===== config.mk =====
export PLATFORM = sky130hd
export DESIGN_NAME = ltp_target
export DESIGN_NICKNAME = d
export VERILOG_FILES = /design/src/design/ltp_pkg.sv /design/src/design/ltp_target.sv /design/src/design/ltp_fifo.sv
export SDC_FILE = /design/constraint.sdc
export NUM_CORES = 1
export LEC_CHECK = 0
export BUFFER_PORTS_ARGS = -buffer_cell sky130_fd_sc_hd__buf_2
export CAP_MARGIN = 20
export CORE_MARGIN = 8
export CORE_UTILIZATION = 45
export DETAILED_ROUTE_END_ITERATION = 6
export SLEW_MARGIN = 20
export SYNTH_ARGS = -nofsm -noshare
export SYNTH_HDL_FRONTEND = slang
export SYNTH_HIERARCHICAL = 1
export SYNTH_SLANG_ARGS = --single-unit

===== constraint.sdc =====
create_clock -name clk -period 7.5 [get_ports clk]
set_input_delay 0.75 -clock clk [delete_from_list [all_inputs] [get_ports clk]]
set_output_delay 0.75 -clock clk [all_outputs]
set_load 0.01 [all_outputs]

===== src/design/ltp_pkg.sv =====
// Constants and types shared by the serial target port files
package ltp_pkg;

    // ----------------------------------------------------------------
    // Address format
    // ----------------------------------------------------------------
    localparam int LTP_ADDR_W = 7;
    localparam int LTP_BYTE_W = 8;
    localparam logic [2:0] LTP_FIXED_BITS = 3'h4;
    localparam int LTP_DIR_POS = 0;
    localparam logic LTP_DIR_WRITE = 1'b0;
    localparam logic LTP_DIR_READ = 1'b1;
    localparam logic [3:0] LTP_BITS_PER_BYTE = 4'h8;

    // ----------------------------------------------------------------
    // Strap codes
    // ----------------------------------------------------------------
    localparam logic [1:0] LTP_STRAP_GND = 2'h0;
    localparam logic [1:0] LTP_STRAP_SCL = 2'h1;
    localparam logic [1:0] LTP_STRAP_SDA = 2'h2;
    localparam logic [1:0] LTP_STRAP_VCC = 2'h3;

    // ----------------------------------------------------------------
    // Timing and buffering
    // ----------------------------------------------------------------
    localparam int LTP_SCL_MAX_KHZ = 1000;
    localparam int LTP_FIFO_DEPTH = 16;
    localparam int LTP_SYNC_STAGES = 2;

    typedef enum logic [3:0] {
        LTP_IDLE      = 4'h0,
        LTP_ADDR      = 4'h1,
        LTP_ADDR_ACK  = 4'h2,
        LTP_REG       = 4'h3,
        LTP_REG_ACK   = 4'h4,
        LTP_WDATA     = 4'h5,
        LTP_WDATA_ACK = 4'h6,
        LTP_RDATA     = 4'h7,
        LTP_RDATA_ACK = 4'h8
    } ltp_state_e;

endpackage


===== src/design/ltp_target.sv =====
// Serial two-wire target port: address match, register pointer, write buffer, reads
// Notes on behaviour
// - First byte is seven address bits then direction bit, zero writes, one reads.
// - Only addresses whose top three bits are binary 100 are answered.
// - Straps give ground 00, clock 01, data 10, supply 11; bits 2:1 and 4:3.
// - Clock rate up to 1 MHz; controller never clocks faster.
// - Data sampled while clock is high; idle data line stays high.
// - Data falling while clock high is a start; address compare begins.
// - On matching address the device holds data low through the ninth pulse.
// - Register address byte follows, MSB first, and the device acknowledges it.
// - Write data bytes MSB first; the device acknowledges each data byte that the write buffer has room for.
// - Data rising while clock high is a stop; device waits for next start.
// - Pointer increments by one during each data byte acknowledge.
// - Read: write pointer, repeated start, address with read bit, device drives data.
// - Every register returns its contents when read.
// - Clock is input only; data line is only pulled low or released.
module ltp_target
    import ltp_pkg::*;
#(
    parameter int FIFO_DEPTH = LTP_FIFO_DEPTH
)
(
    input wire logic clk, // System clock, 125 MHz
    input wire logic rst, // Async reset, high
    input wire logic scl_i, // Serial clock pin
    input wire logic sda_i, // Serial data pin level
    output logic sda_o, // Serial data drive value
    output logic sda_oe, // Serial data pull-low enable
    input wire logic strap_pin_low_pair, // Strap for address bits 2:1
    input wire logic strap_pin_high_pair, // Strap for address bits 4:3
    output logic wr_valid, // Buffered register write waiting
    input wire logic wr_ready, // Register map takes write
    output logic [LTP_BYTE_W-1:0] wr_addr, // Write register index
    output logic [LTP_BYTE_W-1:0] wr_data, // Write register value
    output logic [LTP_BYTE_W-1:0] rd_addr, // Read register index
    input wire logic [LTP_BYTE_W-1:0] rd_data // Register value at rd_addr
);

    // ----------------------------------------------------------------
    // Pin synchronisers
    // ----------------------------------------------------------------
    logic [3:0] meta_reg;
    logic [3:0] sync_reg;
    logic scl_d_reg;
    logic sda_d_reg;
    logic scl_s;
    logic sda_s;
    logic s1_s;
    logic s2_s;

    always_ff @(posedge clk or posedge rst)
    begin
        if (rst)
        begin
            meta_reg <= 4'hf;
            sync_reg <= 4'hf;
            scl_d_reg <= 1'b1;
            sda_d_reg <= 1'b1;
        end
        else
        begin
            meta_reg <= {strap_pin_high_pair, strap_pin_low_pair, sda_i, scl_i};
            sync_reg <= meta_reg;
            scl_d_reg <= sync_reg[0];
            sda_d_reg <= sync_reg[1];
        end
    end

    assign scl_s = sync_reg[0];
    assign sda_s = sync_reg[1];
    assign s1_s = sync_reg[2];
    assign s2_s = sync_reg[3];

    logic scl_rise;
    logic scl_fall;
    logic start_det;
    logic stop_det;

    assign scl_rise = scl_s && !scl_d_reg;
    assign scl_fall = !scl_s && scl_d_reg;
    assign start_det = scl_s && scl_d_reg && sda_d_reg && !sda_s;
    assign stop_det = scl_s && scl_d_reg && !sda_d_reg && sda_s;

    // ----------------------------------------------------------------
    // Strap classification
    // ----------------------------------------------------------------
    // A strap tied to a bus wire is only told apart once the bus moves;
    // the start edge and the clock fall after it separate them before the first address compare.
    logic [1:0] seen_low_reg;
    logic [1:0] diff_scl_reg;
    logic [1:0] diff_sda_reg;
    logic [1:0] strap_lvl;

    assign strap_lvl = {s2_s, s1_s};

    always_ff @(posedge clk or posedge rst)
    begin
        if (rst)
        begin
            seen_low_reg <= 2'h0;
            diff_scl_reg <= 2'h0;
            diff_sda_reg <= 2'h0;
        end
        else
        begin
            for (int i = 0; i < 2; i++)
            begin
                if (!strap_lvl[i])
                begin
                    seen_low_reg[i] <= 1'b1;
                end
                if (strap_lvl[i] != scl_s)
                begin
                    diff_scl_reg[i] <= 1'b1;
                end
                if (strap_lvl[i] != sda_s)
                begin
                    diff_sda_reg[i] <= 1'b1;
                end
            end
        end
    end

    function automatic logic [1:0] strap_code(input logic seen_low, input logic dscl,
                                              input logic dsda);
        if (!seen_low)
        begin
            strap_code = LTP_STRAP_VCC;
        end
        else if (!dscl)
        begin
            strap_code = LTP_STRAP_SCL;
        end
        else if (!dsda)
        begin
            strap_code = LTP_STRAP_SDA;
        end
        else
        begin
            strap_code = LTP_STRAP_GND;
        end
    endfunction

    logic [LTP_ADDR_W-1:0] own_addr;

    assign own_addr = {LTP_FIXED_BITS,
                       strap_code(seen_low_reg[1], diff_scl_reg[1], diff_sda_reg[1]),
                       strap_code(seen_low_reg[0], diff_scl_reg[0], diff_sda_reg[0])};

    // ----------------------------------------------------------------
    // Write buffer
    // ----------------------------------------------------------------
    logic fifo_in_valid;
    logic fifo_in_ready;
    logic [2*LTP_BYTE_W-1:0] fifo_out_data;
    logic [LTP_BYTE_W-1:0] ptr_reg;
    logic [LTP_BYTE_W-1:0] shift_reg;

    ltp_fifo #(
        .WIDTH(2 * LTP_BYTE_W),
        .DEPTH(FIFO_DEPTH)
    ) u_fifo (
        .clk(clk),
        .rst(rst),
        .in_valid(fifo_in_valid),
        .in_ready(fifo_in_ready),
        .in_data({ptr_reg, shift_reg}),
        .out_valid(wr_valid),
        .out_ready(wr_ready),
        .out_data(fifo_out_data)
    );

    assign wr_addr = fifo_out_data[2*LTP_BYTE_W-1:LTP_BYTE_W];
    assign wr_data = fifo_out_data[LTP_BYTE_W-1:0];

    // ----------------------------------------------------------------
    // Protocol state machine
    // ----------------------------------------------------------------
    ltp_state_e state_reg;
    logic [3:0] bit_cnt_reg;
    logic [LTP_BYTE_W-1:0] tx_reg;
    logic sda_oe_reg;
    logic more_reg;
    logic byte_done;
    logic addr_match;

    assign byte_done = (bit_cnt_reg == LTP_BITS_PER_BYTE);
    assign addr_match = (shift_reg[LTP_BYTE_W-1:1] == own_addr);
    // Push only on the falling edge that opens the acknowledge slot
    assign fifo_in_valid = (state_reg == LTP_WDATA) && scl_fall && byte_done
                           && !start_det && !stop_det;

    // Bit counting and shifting of received bits
    always_ff @(posedge clk or posedge rst)
    begin
        if (rst)
        begin
            bit_cnt_reg <= 4'h0;
            shift_reg <= 8'h00;
        end
        else if (start_det || stop_det)
        begin
            bit_cnt_reg <= 4'h0;
        end
        else if (scl_rise && state_reg != LTP_ADDR_ACK)
        begin
            shift_reg <= {shift_reg[LTP_BYTE_W-2:0], sda_s};
            bit_cnt_reg <= bit_cnt_reg + 4'h1;
        end
        else if (scl_fall && (byte_done || state_reg == LTP_ADDR_ACK
                 || state_reg == LTP_REG_ACK || state_reg == LTP_WDATA_ACK
                 || state_reg == LTP_RDATA_ACK))
        begin
            bit_cnt_reg <= 4'h0;
        end
    end

    always_ff @(posedge clk or posedge rst)
    begin
        if (rst)
        begin
            state_reg <= LTP_IDLE;
            sda_oe_reg <= 1'b0;
            ptr_reg <= 8'h00;
            tx_reg <= 8'h00;
            more_reg <= 1'b0;
        end
        else if (start_det)
        begin
            state_reg <= LTP_ADDR;
            sda_oe_reg <= 1'b0;
        end
        else if (stop_det)
        begin
            state_reg <= LTP_IDLE;
            sda_oe_reg <= 1'b0;
        end
        else
        begin
            case (state_reg)
                LTP_IDLE:
                begin
                    sda_oe_reg <= 1'b0;
                end
                LTP_ADDR:
                begin
                    if (scl_fall && byte_done)
                    begin
                        if (addr_match)
                        begin
                            sda_oe_reg <= 1'b1;
                            state_reg <= LTP_ADDR_ACK;
                            tx_reg <= rd_data;
                        end
                        else
                        begin
                            state_reg <= LTP_IDLE;
                        end
                    end
                end
                LTP_ADDR_ACK:
                begin
                    if (scl_fall)
                    begin
                        if (shift_reg[LTP_DIR_POS] == LTP_DIR_READ)
                        begin
                            state_reg <= LTP_RDATA;
                            sda_oe_reg <= !tx_reg[LTP_BYTE_W-1];
                        end
                        else
                        begin
                            state_reg <= LTP_REG;
                            sda_oe_reg <= 1'b0;
                        end
                    end
                end
                LTP_REG:
                begin
                    if (scl_fall && byte_done)
                    begin
                        ptr_reg <= shift_reg;
                        sda_oe_reg <= 1'b1;
                        state_reg <= LTP_REG_ACK;
                    end
                end
                LTP_REG_ACK:
                begin
                    if (scl_fall)
                    begin
                        sda_oe_reg <= 1'b0;
                        state_reg <= LTP_WDATA;
                    end
                end
                LTP_WDATA:
                begin
                    if (scl_fall && byte_done)
                    begin
                        // A full buffer refuses the byte rather than lose it
                        if (fifo_in_ready)
                        begin
                            sda_oe_reg <= 1'b1;
                            state_reg <= LTP_WDATA_ACK;
                            ptr_reg <= ptr_reg + 8'h01;
                        end
                        else
                        begin
                            state_reg <= LTP_IDLE;
                        end
                    end
                end
                LTP_WDATA_ACK:
                begin
                    if (scl_fall)
                    begin
                        sda_oe_reg <= 1'b0;
                        state_reg <= LTP_WDATA;
                    end
                end
                LTP_RDATA:
                begin
                    if (scl_fall)
                    begin
                        if (byte_done)
                        begin
                            sda_oe_reg <= 1'b0;
                            state_reg <= LTP_RDATA_ACK;
                        end
                        else
                        begin
                            sda_oe_reg <= !tx_reg[3'(7 - bit_cnt_reg)];
                        end
                    end
                end
                LTP_RDATA_ACK:
                begin
                    if (scl_rise)
                    begin
                        more_reg <= !sda_s;
                        if (!sda_s)
                        begin
                            ptr_reg <= ptr_reg + 8'h01;
                        end
                    end
                    else if (scl_fall)
                    begin
                        if (more_reg)
                        begin
                            tx_reg <= rd_data;
                            sda_oe_reg <= !rd_data[LTP_BYTE_W-1];
                            state_reg <= LTP_RDATA;
                        end
                        else
                        begin
                            state_reg <= LTP_IDLE;
                        end
                    end
                end
                default:
                begin
                    state_reg <= LTP_IDLE;
                    sda_oe_reg <= 1'b0;
                end
            endcase
        end
    end

    // ----------------------------------------------------------------
    // Outputs
    // ----------------------------------------------------------------
    logic sda_o_reg;
    logic [LTP_BYTE_W-1:0] rd_addr_reg;

    always_ff @(posedge clk or posedge rst)
    begin
        if (rst)
        begin
            sda_o_reg <= 1'b0;
            rd_addr_reg <= 8'h00;
        end
        else
        begin
            sda_o_reg <= 1'b0;
            rd_addr_reg <= ptr_reg;
        end
    end

    assign sda_o = sda_o_reg;
    assign sda_oe = sda_oe_reg;
    assign rd_addr = rd_addr_reg;

endmodule // ltp_target


===== src/design/ltp_fifo.sv =====
// Write buffer between the serial port and the register map
module ltp_fifo
    import ltp_pkg::*;
#(
    parameter int WIDTH = 16,
    parameter int DEPTH = LTP_FIFO_DEPTH
)
(
    input wire logic clk, // System clock
    input wire logic rst, // Async reset, high
    input wire logic in_valid, // Word offered
    output logic in_ready, // Room for a word
    input wire logic [WIDTH-1:0] in_data, // Word in
    output logic out_valid, // Word waiting, from flop
    input wire logic out_ready, // Consumer takes word
    output logic [WIDTH-1:0] out_data // Word out, from flop
);

    localparam int PW = $clog2(DEPTH);

    logic [WIDTH-1:0] mem [DEPTH];
    logic [PW-1:0] wr_ptr_reg;
    logic [PW-1:0] rd_ptr_reg;
    logic [PW:0] cnt_reg;
    logic out_valid_reg;
    logic [WIDTH-1:0] out_data_reg;
    logic push;
    logic pop;

    // Output slot refills from memory; no bypass keeps timing simple
    assign in_ready = (cnt_reg != (PW+1)'(DEPTH));
    assign push = in_valid && in_ready;
    assign pop = (cnt_reg != '0) && (!out_valid_reg || out_ready);
    assign out_valid = out_valid_reg;
    assign out_data = out_data_reg;

    always_ff @(posedge clk)
    begin
        if (push)
        begin
            mem[wr_ptr_reg] <= in_data;
        end
    end

    always_ff @(posedge clk or posedge rst)
    begin
        if (rst)
        begin
            wr_ptr_reg <= '0;
            rd_ptr_reg <= '0;
            cnt_reg <= '0;
        end
        else
        begin
            if (push)
            begin
                wr_ptr_reg <= (wr_ptr_reg == PW'(DEPTH - 1)) ? '0 : wr_ptr_reg + 1'b1;
            end
            if (pop)
            begin
                rd_ptr_reg <= (rd_ptr_reg == PW'(DEPTH - 1)) ? '0 : rd_ptr_reg + 1'b1;
            end
            if (push && !pop)
            begin
                cnt_reg <= cnt_reg + 1'b1;
            end
            else if (pop && !push)
            begin
                cnt_reg <= cnt_reg - 1'b1;
            end
        end
    end

    always_ff @(posedge clk or posedge rst)
    begin
        if (rst)
        begin
            out_valid_reg <= 1'b0;
            out_data_reg <= '0;
        end
        else if (pop)
        begin
            out_valid_reg <= 1'b1;
            out_data_reg <= mem[rd_ptr_reg];
        end
        else if (out_ready)
        begin
            out_valid_reg <= 1'b0;
        end
    end

endmodule // ltp_fifo


==> run summary, run 1 <==
outcome: complete, no violations
final setup violating endpoints: 0
CP Max Fanout: 21
arrival time worst endpoint: 4.06 ns
Syn Nets: 926
gpl congestion: 0.8398
Die Span Y: 193.0 um
initial DRC count: 555
n_diodes: 0
final core utilization: 51.05%
CTS tree: yes
Tot Pwr: 4.185 mW
area of the core: 0.03123 mm2
MaxCap Viol Count: 0
slew at the pin closest to its max-slew limit: 0.9796 ns
HPWL after DPL: 17660 um
CTS resizes: 0
#FFs+latches synth: 344
CP Capture Type: flip-flop
TritonCTS buffer count: 37
Async SR Flop Fraction: 25.58%
Cells after Synth: 898
most frequent cells in the layout: 256 x edfxtp_1, 100 x mux2i_1, 75 x dfrtp_1, 64 x nor2_1, 40 x buf_2
I/O Buffers: 40
Worst Hold Class: primary input to flip-flop
synthesized area: 0.01410 mm2
Synth area leader: edfxtp_1
placed cell count: 1312
Top FF cell, synth: edfxtp_1
Clock Tree Buf Depth: 3
WL final: 29210 um
drt wl/cell: 21.18 um
clock root buffer master: clkbuf_16
clock skew: 0.01563 ns
largest net degree at the start of global routing: 59
via count: 7745
dominant cells by area after synthesis: edfxtp_1 55%, dfrtp_1 14%, mux2i_1 7.1%
final hold slack: 0.3250 ns
Avg Cell Area, Syn: 15.70 um2
DRC violations left: 0
power density cells: 262.5 mW/mm2
I/O Pins: 42
reg-to-reg setup timing slack: 3.88 ns
Register Area: 0.009908 mm2
hold buffers post-CTS: 0
Fmax: 0.2764 GHz
Starting Density: 45.16%
Layout Cells excl Fill: 1379
LEAKAGE: 5.244 nW
Die X-Extent: 193.0 um
layout cell share with drive strength beyond 1: 19.34%
GRT overflow: 0
num rows: 65
Clk pin slew, worst setup/hold paths: 0.06 ns
Final Hold Viols: 0
initial antenna violation count: 0
Worst Setup Path Type: flip-flop to flip-flop
area delta synth->final: 13.05%
nature of the critical path startpoint: flip-flop
number of distinct library cells after synthesis: 68
Die ar.: 0.03726 mm2
vias per inst: 5.616
minimum clock period: 3.618 ns
antenna viol nets, final: 0
Synth top area share: 54.51%
commonest non-fill, non-tap cell in the layout: edfxtp_1
synth warn: 6
RSZ-0062 raised after global routing: no
sequential-to-total area share from yosys stat: 70.22%
vias in the first global route: 7735
Post-CTS Setup Inserts: 0
Worst EP required: 7.94 ns
fin. max-slew vios: 0
CTS sink cnt: 344
clock latency on the worst-skew pair: 0.53 ns
first-pass GRT wire length: 46140 um
Total GRT Usage: 16.29%
max reg flops: 256
maximum VDD drop: 0.1724 mV
Layout Nets: 977
Tcrit/Tclk final: 48.24%
Slew headroom: 34.40%
fillers: 2633
Final TNS setup: 0 ns
Post-synth EDFFs: 256
area of the multi-input gates: 0.003887 mm2
drt pass-1 iters: 5
H-tree depth: 2
==> path summary, 6_finish.rpt <==
check,cells after the start,from,to
worst min register to register,0,meta_reg[1],sync_reg[1]
worst max-delay path,11,state_reg[1],u_fifo/cnt_reg[4]
min in group asynchronous,3,rst,u_fifo/out_data[7]
max in group asynchronous,3,rst,seen_low_reg[0]
worst max register to register,11,state_reg[1],u_fifo/cnt_reg[4]
worst min-delay path,1,strap_pin_high_pair,meta_reg[3]
==> cells in the mapped netlist, drive strengths merged (2+ instances only) <==
library cell  count
a32oi             2
and3              4
nor4              2
or3b              3
nand2            25
ha               12
xnor2            12
nor2             64
nand3b            7
nor4b             2
nand3            10
a21boi            2
a31o              2
nand4             2
o21ai            35
a21oi            23
o21a              4
mux2             21
a211oi            2
nor3             13
or4b              2
buf              34
dfrtp            78
a31oi            18
xor2              3
a221oi           16
a21o              5
nor2b             5
nand2b           12
dfstp            10
o22ai            35
a311oi            2
o211ai            2
o31ai             3
a22o              4
mux2i           100
mux4             18
edfxtp          256
inv              16
clkbuf           17
==> stage by stage <==
| stage | area [um2] | setup WS [ns] |
|---|---|---|
| finish | 15940 | 3.882 |
| global route | 15940 | 3.569 |
| CTS | 15930 | 3.586 |
| detailed placement | 14720 | 3.593 |
| global placement | 14720 | 3.692 |
| floorplan | 14100 | 4.298 |
==> report_power, final <==
group,switching [mW],leakage [nW],internal [mW],total [mW]
registers,0.123,3.17,2.14,2.27
logic,0.0523,1.47,0.0566,0.109
clock network,0.721,0.598,1.09,1.81
==> per-layer routing <==
layer | GRT usage (%) | wire [um] | vias to the layer above
met5 | 0 | 0 | -
met1 | 22.38 | 13320 | 3952
met4 | 4.201 | 582 | 0
li1 | - | - | 3573
met3 | 3.004 | 1358 | 45
met2 | 26.53 | 13950 | 175
==> critical path: stages (launching register included) <==
cell and delay (ns):
dfrtp_1 0.67, nor2b_1 0.33, nand3b_1 0.15, nor3_1 0.20, a21boi_1 0.63, ha_1 0.28
inv_1 0.12, fa_1 0.46, a21o_1 0.17, a21oi_1 0.16, mux2i_1 0.23, xnor2_1 0.13
==> cell type report <==
cell class	count	area share, %
Clock buffer	50	6.326
Clock inverter	17	1.271
Inverter	16	0.3767
Multi-Input combinational cell	487	24.38
Sequential cell	344	62.15
Tap cell	402	3.155
Timing Repair Buffer	63	2.339
==> cell families (layout without fill, tap and decap cells) <==
group | after synthesis | in the layout | share of synthesized area [%]
flops | 344 | 344 | 70.22
compound gates | 163 | 163 | 7.746
simple gates | 156 | 156 | 5.714
mux | 139 | 139 | 11.70
buf+inv | 67 | 146 | 2.458
xor+xnor | 15 | 15 | 0.9316
fa+ha+maj | 13 | 13 | 1.207
other cells | 1 | 1 | 0.02659
Power figures use the tool's default switching activity.
==> run 2: changes to the inputs <==
==> constraint.sdc (replaced) <==
create_clock -name clk -period 3 [get_ports clk]
set_input_delay 0.3 -clock clk [delete_from_list [all_inputs] [get_ports clk]]
set_output_delay 0.3 -clock clk [all_outputs]
set_load 0.01 [all_outputs]
==> run 2 against run 1 <==
  * Global-route usage up 0.27 points
  * Worst setup slack worse by 3.6 ns
  * Critical endpoint unchanged
  * Register-to-register slack got worse by 3.6 ns
  * Sequential power up 150%
  * Critical path type unchanged
  * Count of clock-buffer cells in the layout increased by 4
  * Largest power group unchanged
  * Non-clock buffer count rose by 30
  * First-iteration DRC count increased by 13%
==> run summary, run 2 (synthesis results as in run 1) <==
Worst Hold Class: primary input to flip-flop
area of the core: 0.03123 mm2 (unchanged)
drt wl/cell: 21.44 um (+1.2%)
max reg flops: 256 (unchanged)
WL final: 30250 um (+3.6%)
gpl congestion: 0.8113 (-3.4%)
CP Capture Type: flip-flop
HPWL after DPL: 18770 um (+6.3%)
reg-to-reg setup timing slack: 0.23 ns (-3.65 ns)
clock root buffer master: clkbuf_16
Fmax: 0.3613 GHz (+31%)
slew at the pin closest to its max-slew limit: 0.8126 ns (-0.1670 ns)
I/O Buffers: 40 (unchanged)
fin. max-slew vios: 0 (unchanged)
initial DRC count: 629 (+13%)
vias in the first global route: 7938 (+2.6%)
CP Max Fanout: 5 (-76%)
Die X-Extent: 193.0 um (unchanged)
power density cells: 642.0 mW/mm2 (+140%)
TritonCTS buffer count: 38 (+2.7%)
Final Hold Viols: 0 (unchanged)
RR Endpoint: u_fifo/cnt_reg[4]
Hold Path Depth: 2 (+1)
antenna viol nets, final: 0 (unchanged)
fillers: 2635 (+0.076%)
RSZ-0062 raised after global routing: no
arrival time worst endpoint: 3.20 ns (-0.86 ns)
initial antenna violation count: 0 (unchanged)
most frequent cells in the layout: 256 x edfxtp_1, 100 x mux2i_1, 74 x dfrtp_1, 64 x nor2_1, 47 x buf_4
Starting Density: 45.16% (unchanged)
minimum clock period: 2.768 ns (-0.8505 ns)
RR Startpoint: u_fifo/cnt_reg[0]
Die ar.: 0.03726 mm2 (unchanged)
nature of the critical path startpoint: flip-flop
Worst Hold End: tx_reg[4]
Die Span Y: 193.0 um (unchanged)
Setup WS post-layout: 0.2324 ns (-3.649 ns)
clock latency on the worst-skew pair: 0.52 ns (about the same)
H-tree depth: 2 (unchanged)
CTS tree: yes
Reg2Reg Depth: 10 (-1)
Tcrit/Tclk final: 92.25% (+44 points)
Setup WS pre-CTS: 0.1257 ns (-3.467 ns)
layout cell share with drive strength beyond 1: 21.70% (+2.4 points)
via count: 7917 (+2.2%)
area of the multi-input gates: 0.003880 mm2 (-0.19%)
Clk pin slew, worst setup/hold paths: 0.06 ns (about the same)
clock skew: 0.01381 ns (-0.001824 ns)
drt pass-1 iters: 5 (unchanged)
Slew headroom: 45.72% (+11 points)
vias per inst: 5.611 (about the same)
first-pass GRT wire length: 46750 um (+1.3%)
n_diodes: 0 (unchanged)
Clock Tree Buf Depth: 3 (unchanged)
Post-CTS Setup Inserts: 0 (unchanged)
hold path start: rd_data[4]
I/O Pins: 42 (unchanged)
Total GRT Usage: 16.56% (+0.27 points)
Register Area: 0.009910 mm2 (about the same)
DRC violations left: 0 (unchanged)
Tot Pwr: 10.37 mW (+150%)
MaxCap Viol Count: 0 (unchanged)
area delta synth->final: 14.55%
largest net degree at the start of global routing: 42 (-29%)
commonest non-fill, non-tap cell in the layout: edfxtp_1
LEAKAGE: 5.380 nW (+2.6%)
CTS sink cnt: 344 (unchanged)
Layout Nets: 1008 (+3.2%)
outcome: complete, no violations
Final TNS setup: 0 ns (unchanged)
num rows: 65 (unchanged)
GRT overflow: 0 (unchanged)
final hold slack: 0.02553 ns (-0.2995 ns)
maximum VDD drop: 0.4055 mV (+140%)
final setup violating endpoints: 0 (unchanged)
Worst Setup Path Type: flip-flop to flip-flop
Worst EP required: 3.43 ns (-4.51 ns)
## run 2: worst max-delay path by stage
stage                       from  depth (start not counted)           endpoint
6_report       u_fifo/cnt_reg[0]                         10  u_fifo/cnt_reg[4]
5_1_grt        u_fifo/cnt_reg[0]                         10  u_fifo/cnt_reg[4]
4_1_cts             state_reg[1]                         11  u_fifo/cnt_reg[4]
3_5_place_dp        state_reg[1]                         11  u_fifo/cnt_reg[4]
3_3_place_gp      bit_cnt_reg[0]                         12  u_fifo/cnt_reg[4]
2_1_floorplan     bit_cnt_reg[0]                         13  u_fifo/cnt_reg[4]
## run 2: area by class of cell
cell class              count  area share [%]
inverters                  16          0.3718
flip-flops and latches    344           61.34
multi-input cells         487           24.02
clock buffers              54           6.684
clock inverters            15          0.6738
repair buffers             93           3.795
well taps                 402           3.114
## run 2: what timing repair did
item,CTS,global route
setup endpoints to repair,0,1
endpoints found under the hold margin,32,0
hold buffers,6,0
resized for setup,0,4
## run 2: where the power goes
part	leakage [nW]	switching, mW	internal, mW
logic	1.62	0.210	0.171
clock network	0.591	1.80	2.60
registers	3.17	0.232	5.36
total	5.38	2.24	8.13
## run 2: stage by stage
step | cell area, um2 | util, % | cells
floorplan | 14120 | - | 898
finish | 16150 | 51.73 | 1411
CTS | 16150 | 51.70 | 1411
global placement | 14900 | 47.70 | 1336
detailed placement | 14900 | 47.70 | 1336
global route | 16150 | 51.73 | 1411
## run 2: routing by layer
layer	vias up	wire [um]	GRT usage (%)
met5	-	0	0
met4	0	555	4.586
met3	50	1502	2.410
met2	195	14740	28.23
met1	4035	13450	21.96
li1	3637	-	-
## run 2: critical path, cell delays in order, from the launching register on
cell and delay [ns]:
dfrtp_2 0.44, or4_1 0.57, o21a_1 0.21, inv_1 0.06
ha_1 0.16, inv_1 0.12, fa_2 0.42, a21o_1 0.16
a21oi_1 0.18, mux2i_1 0.23, xnor2_1 0.13
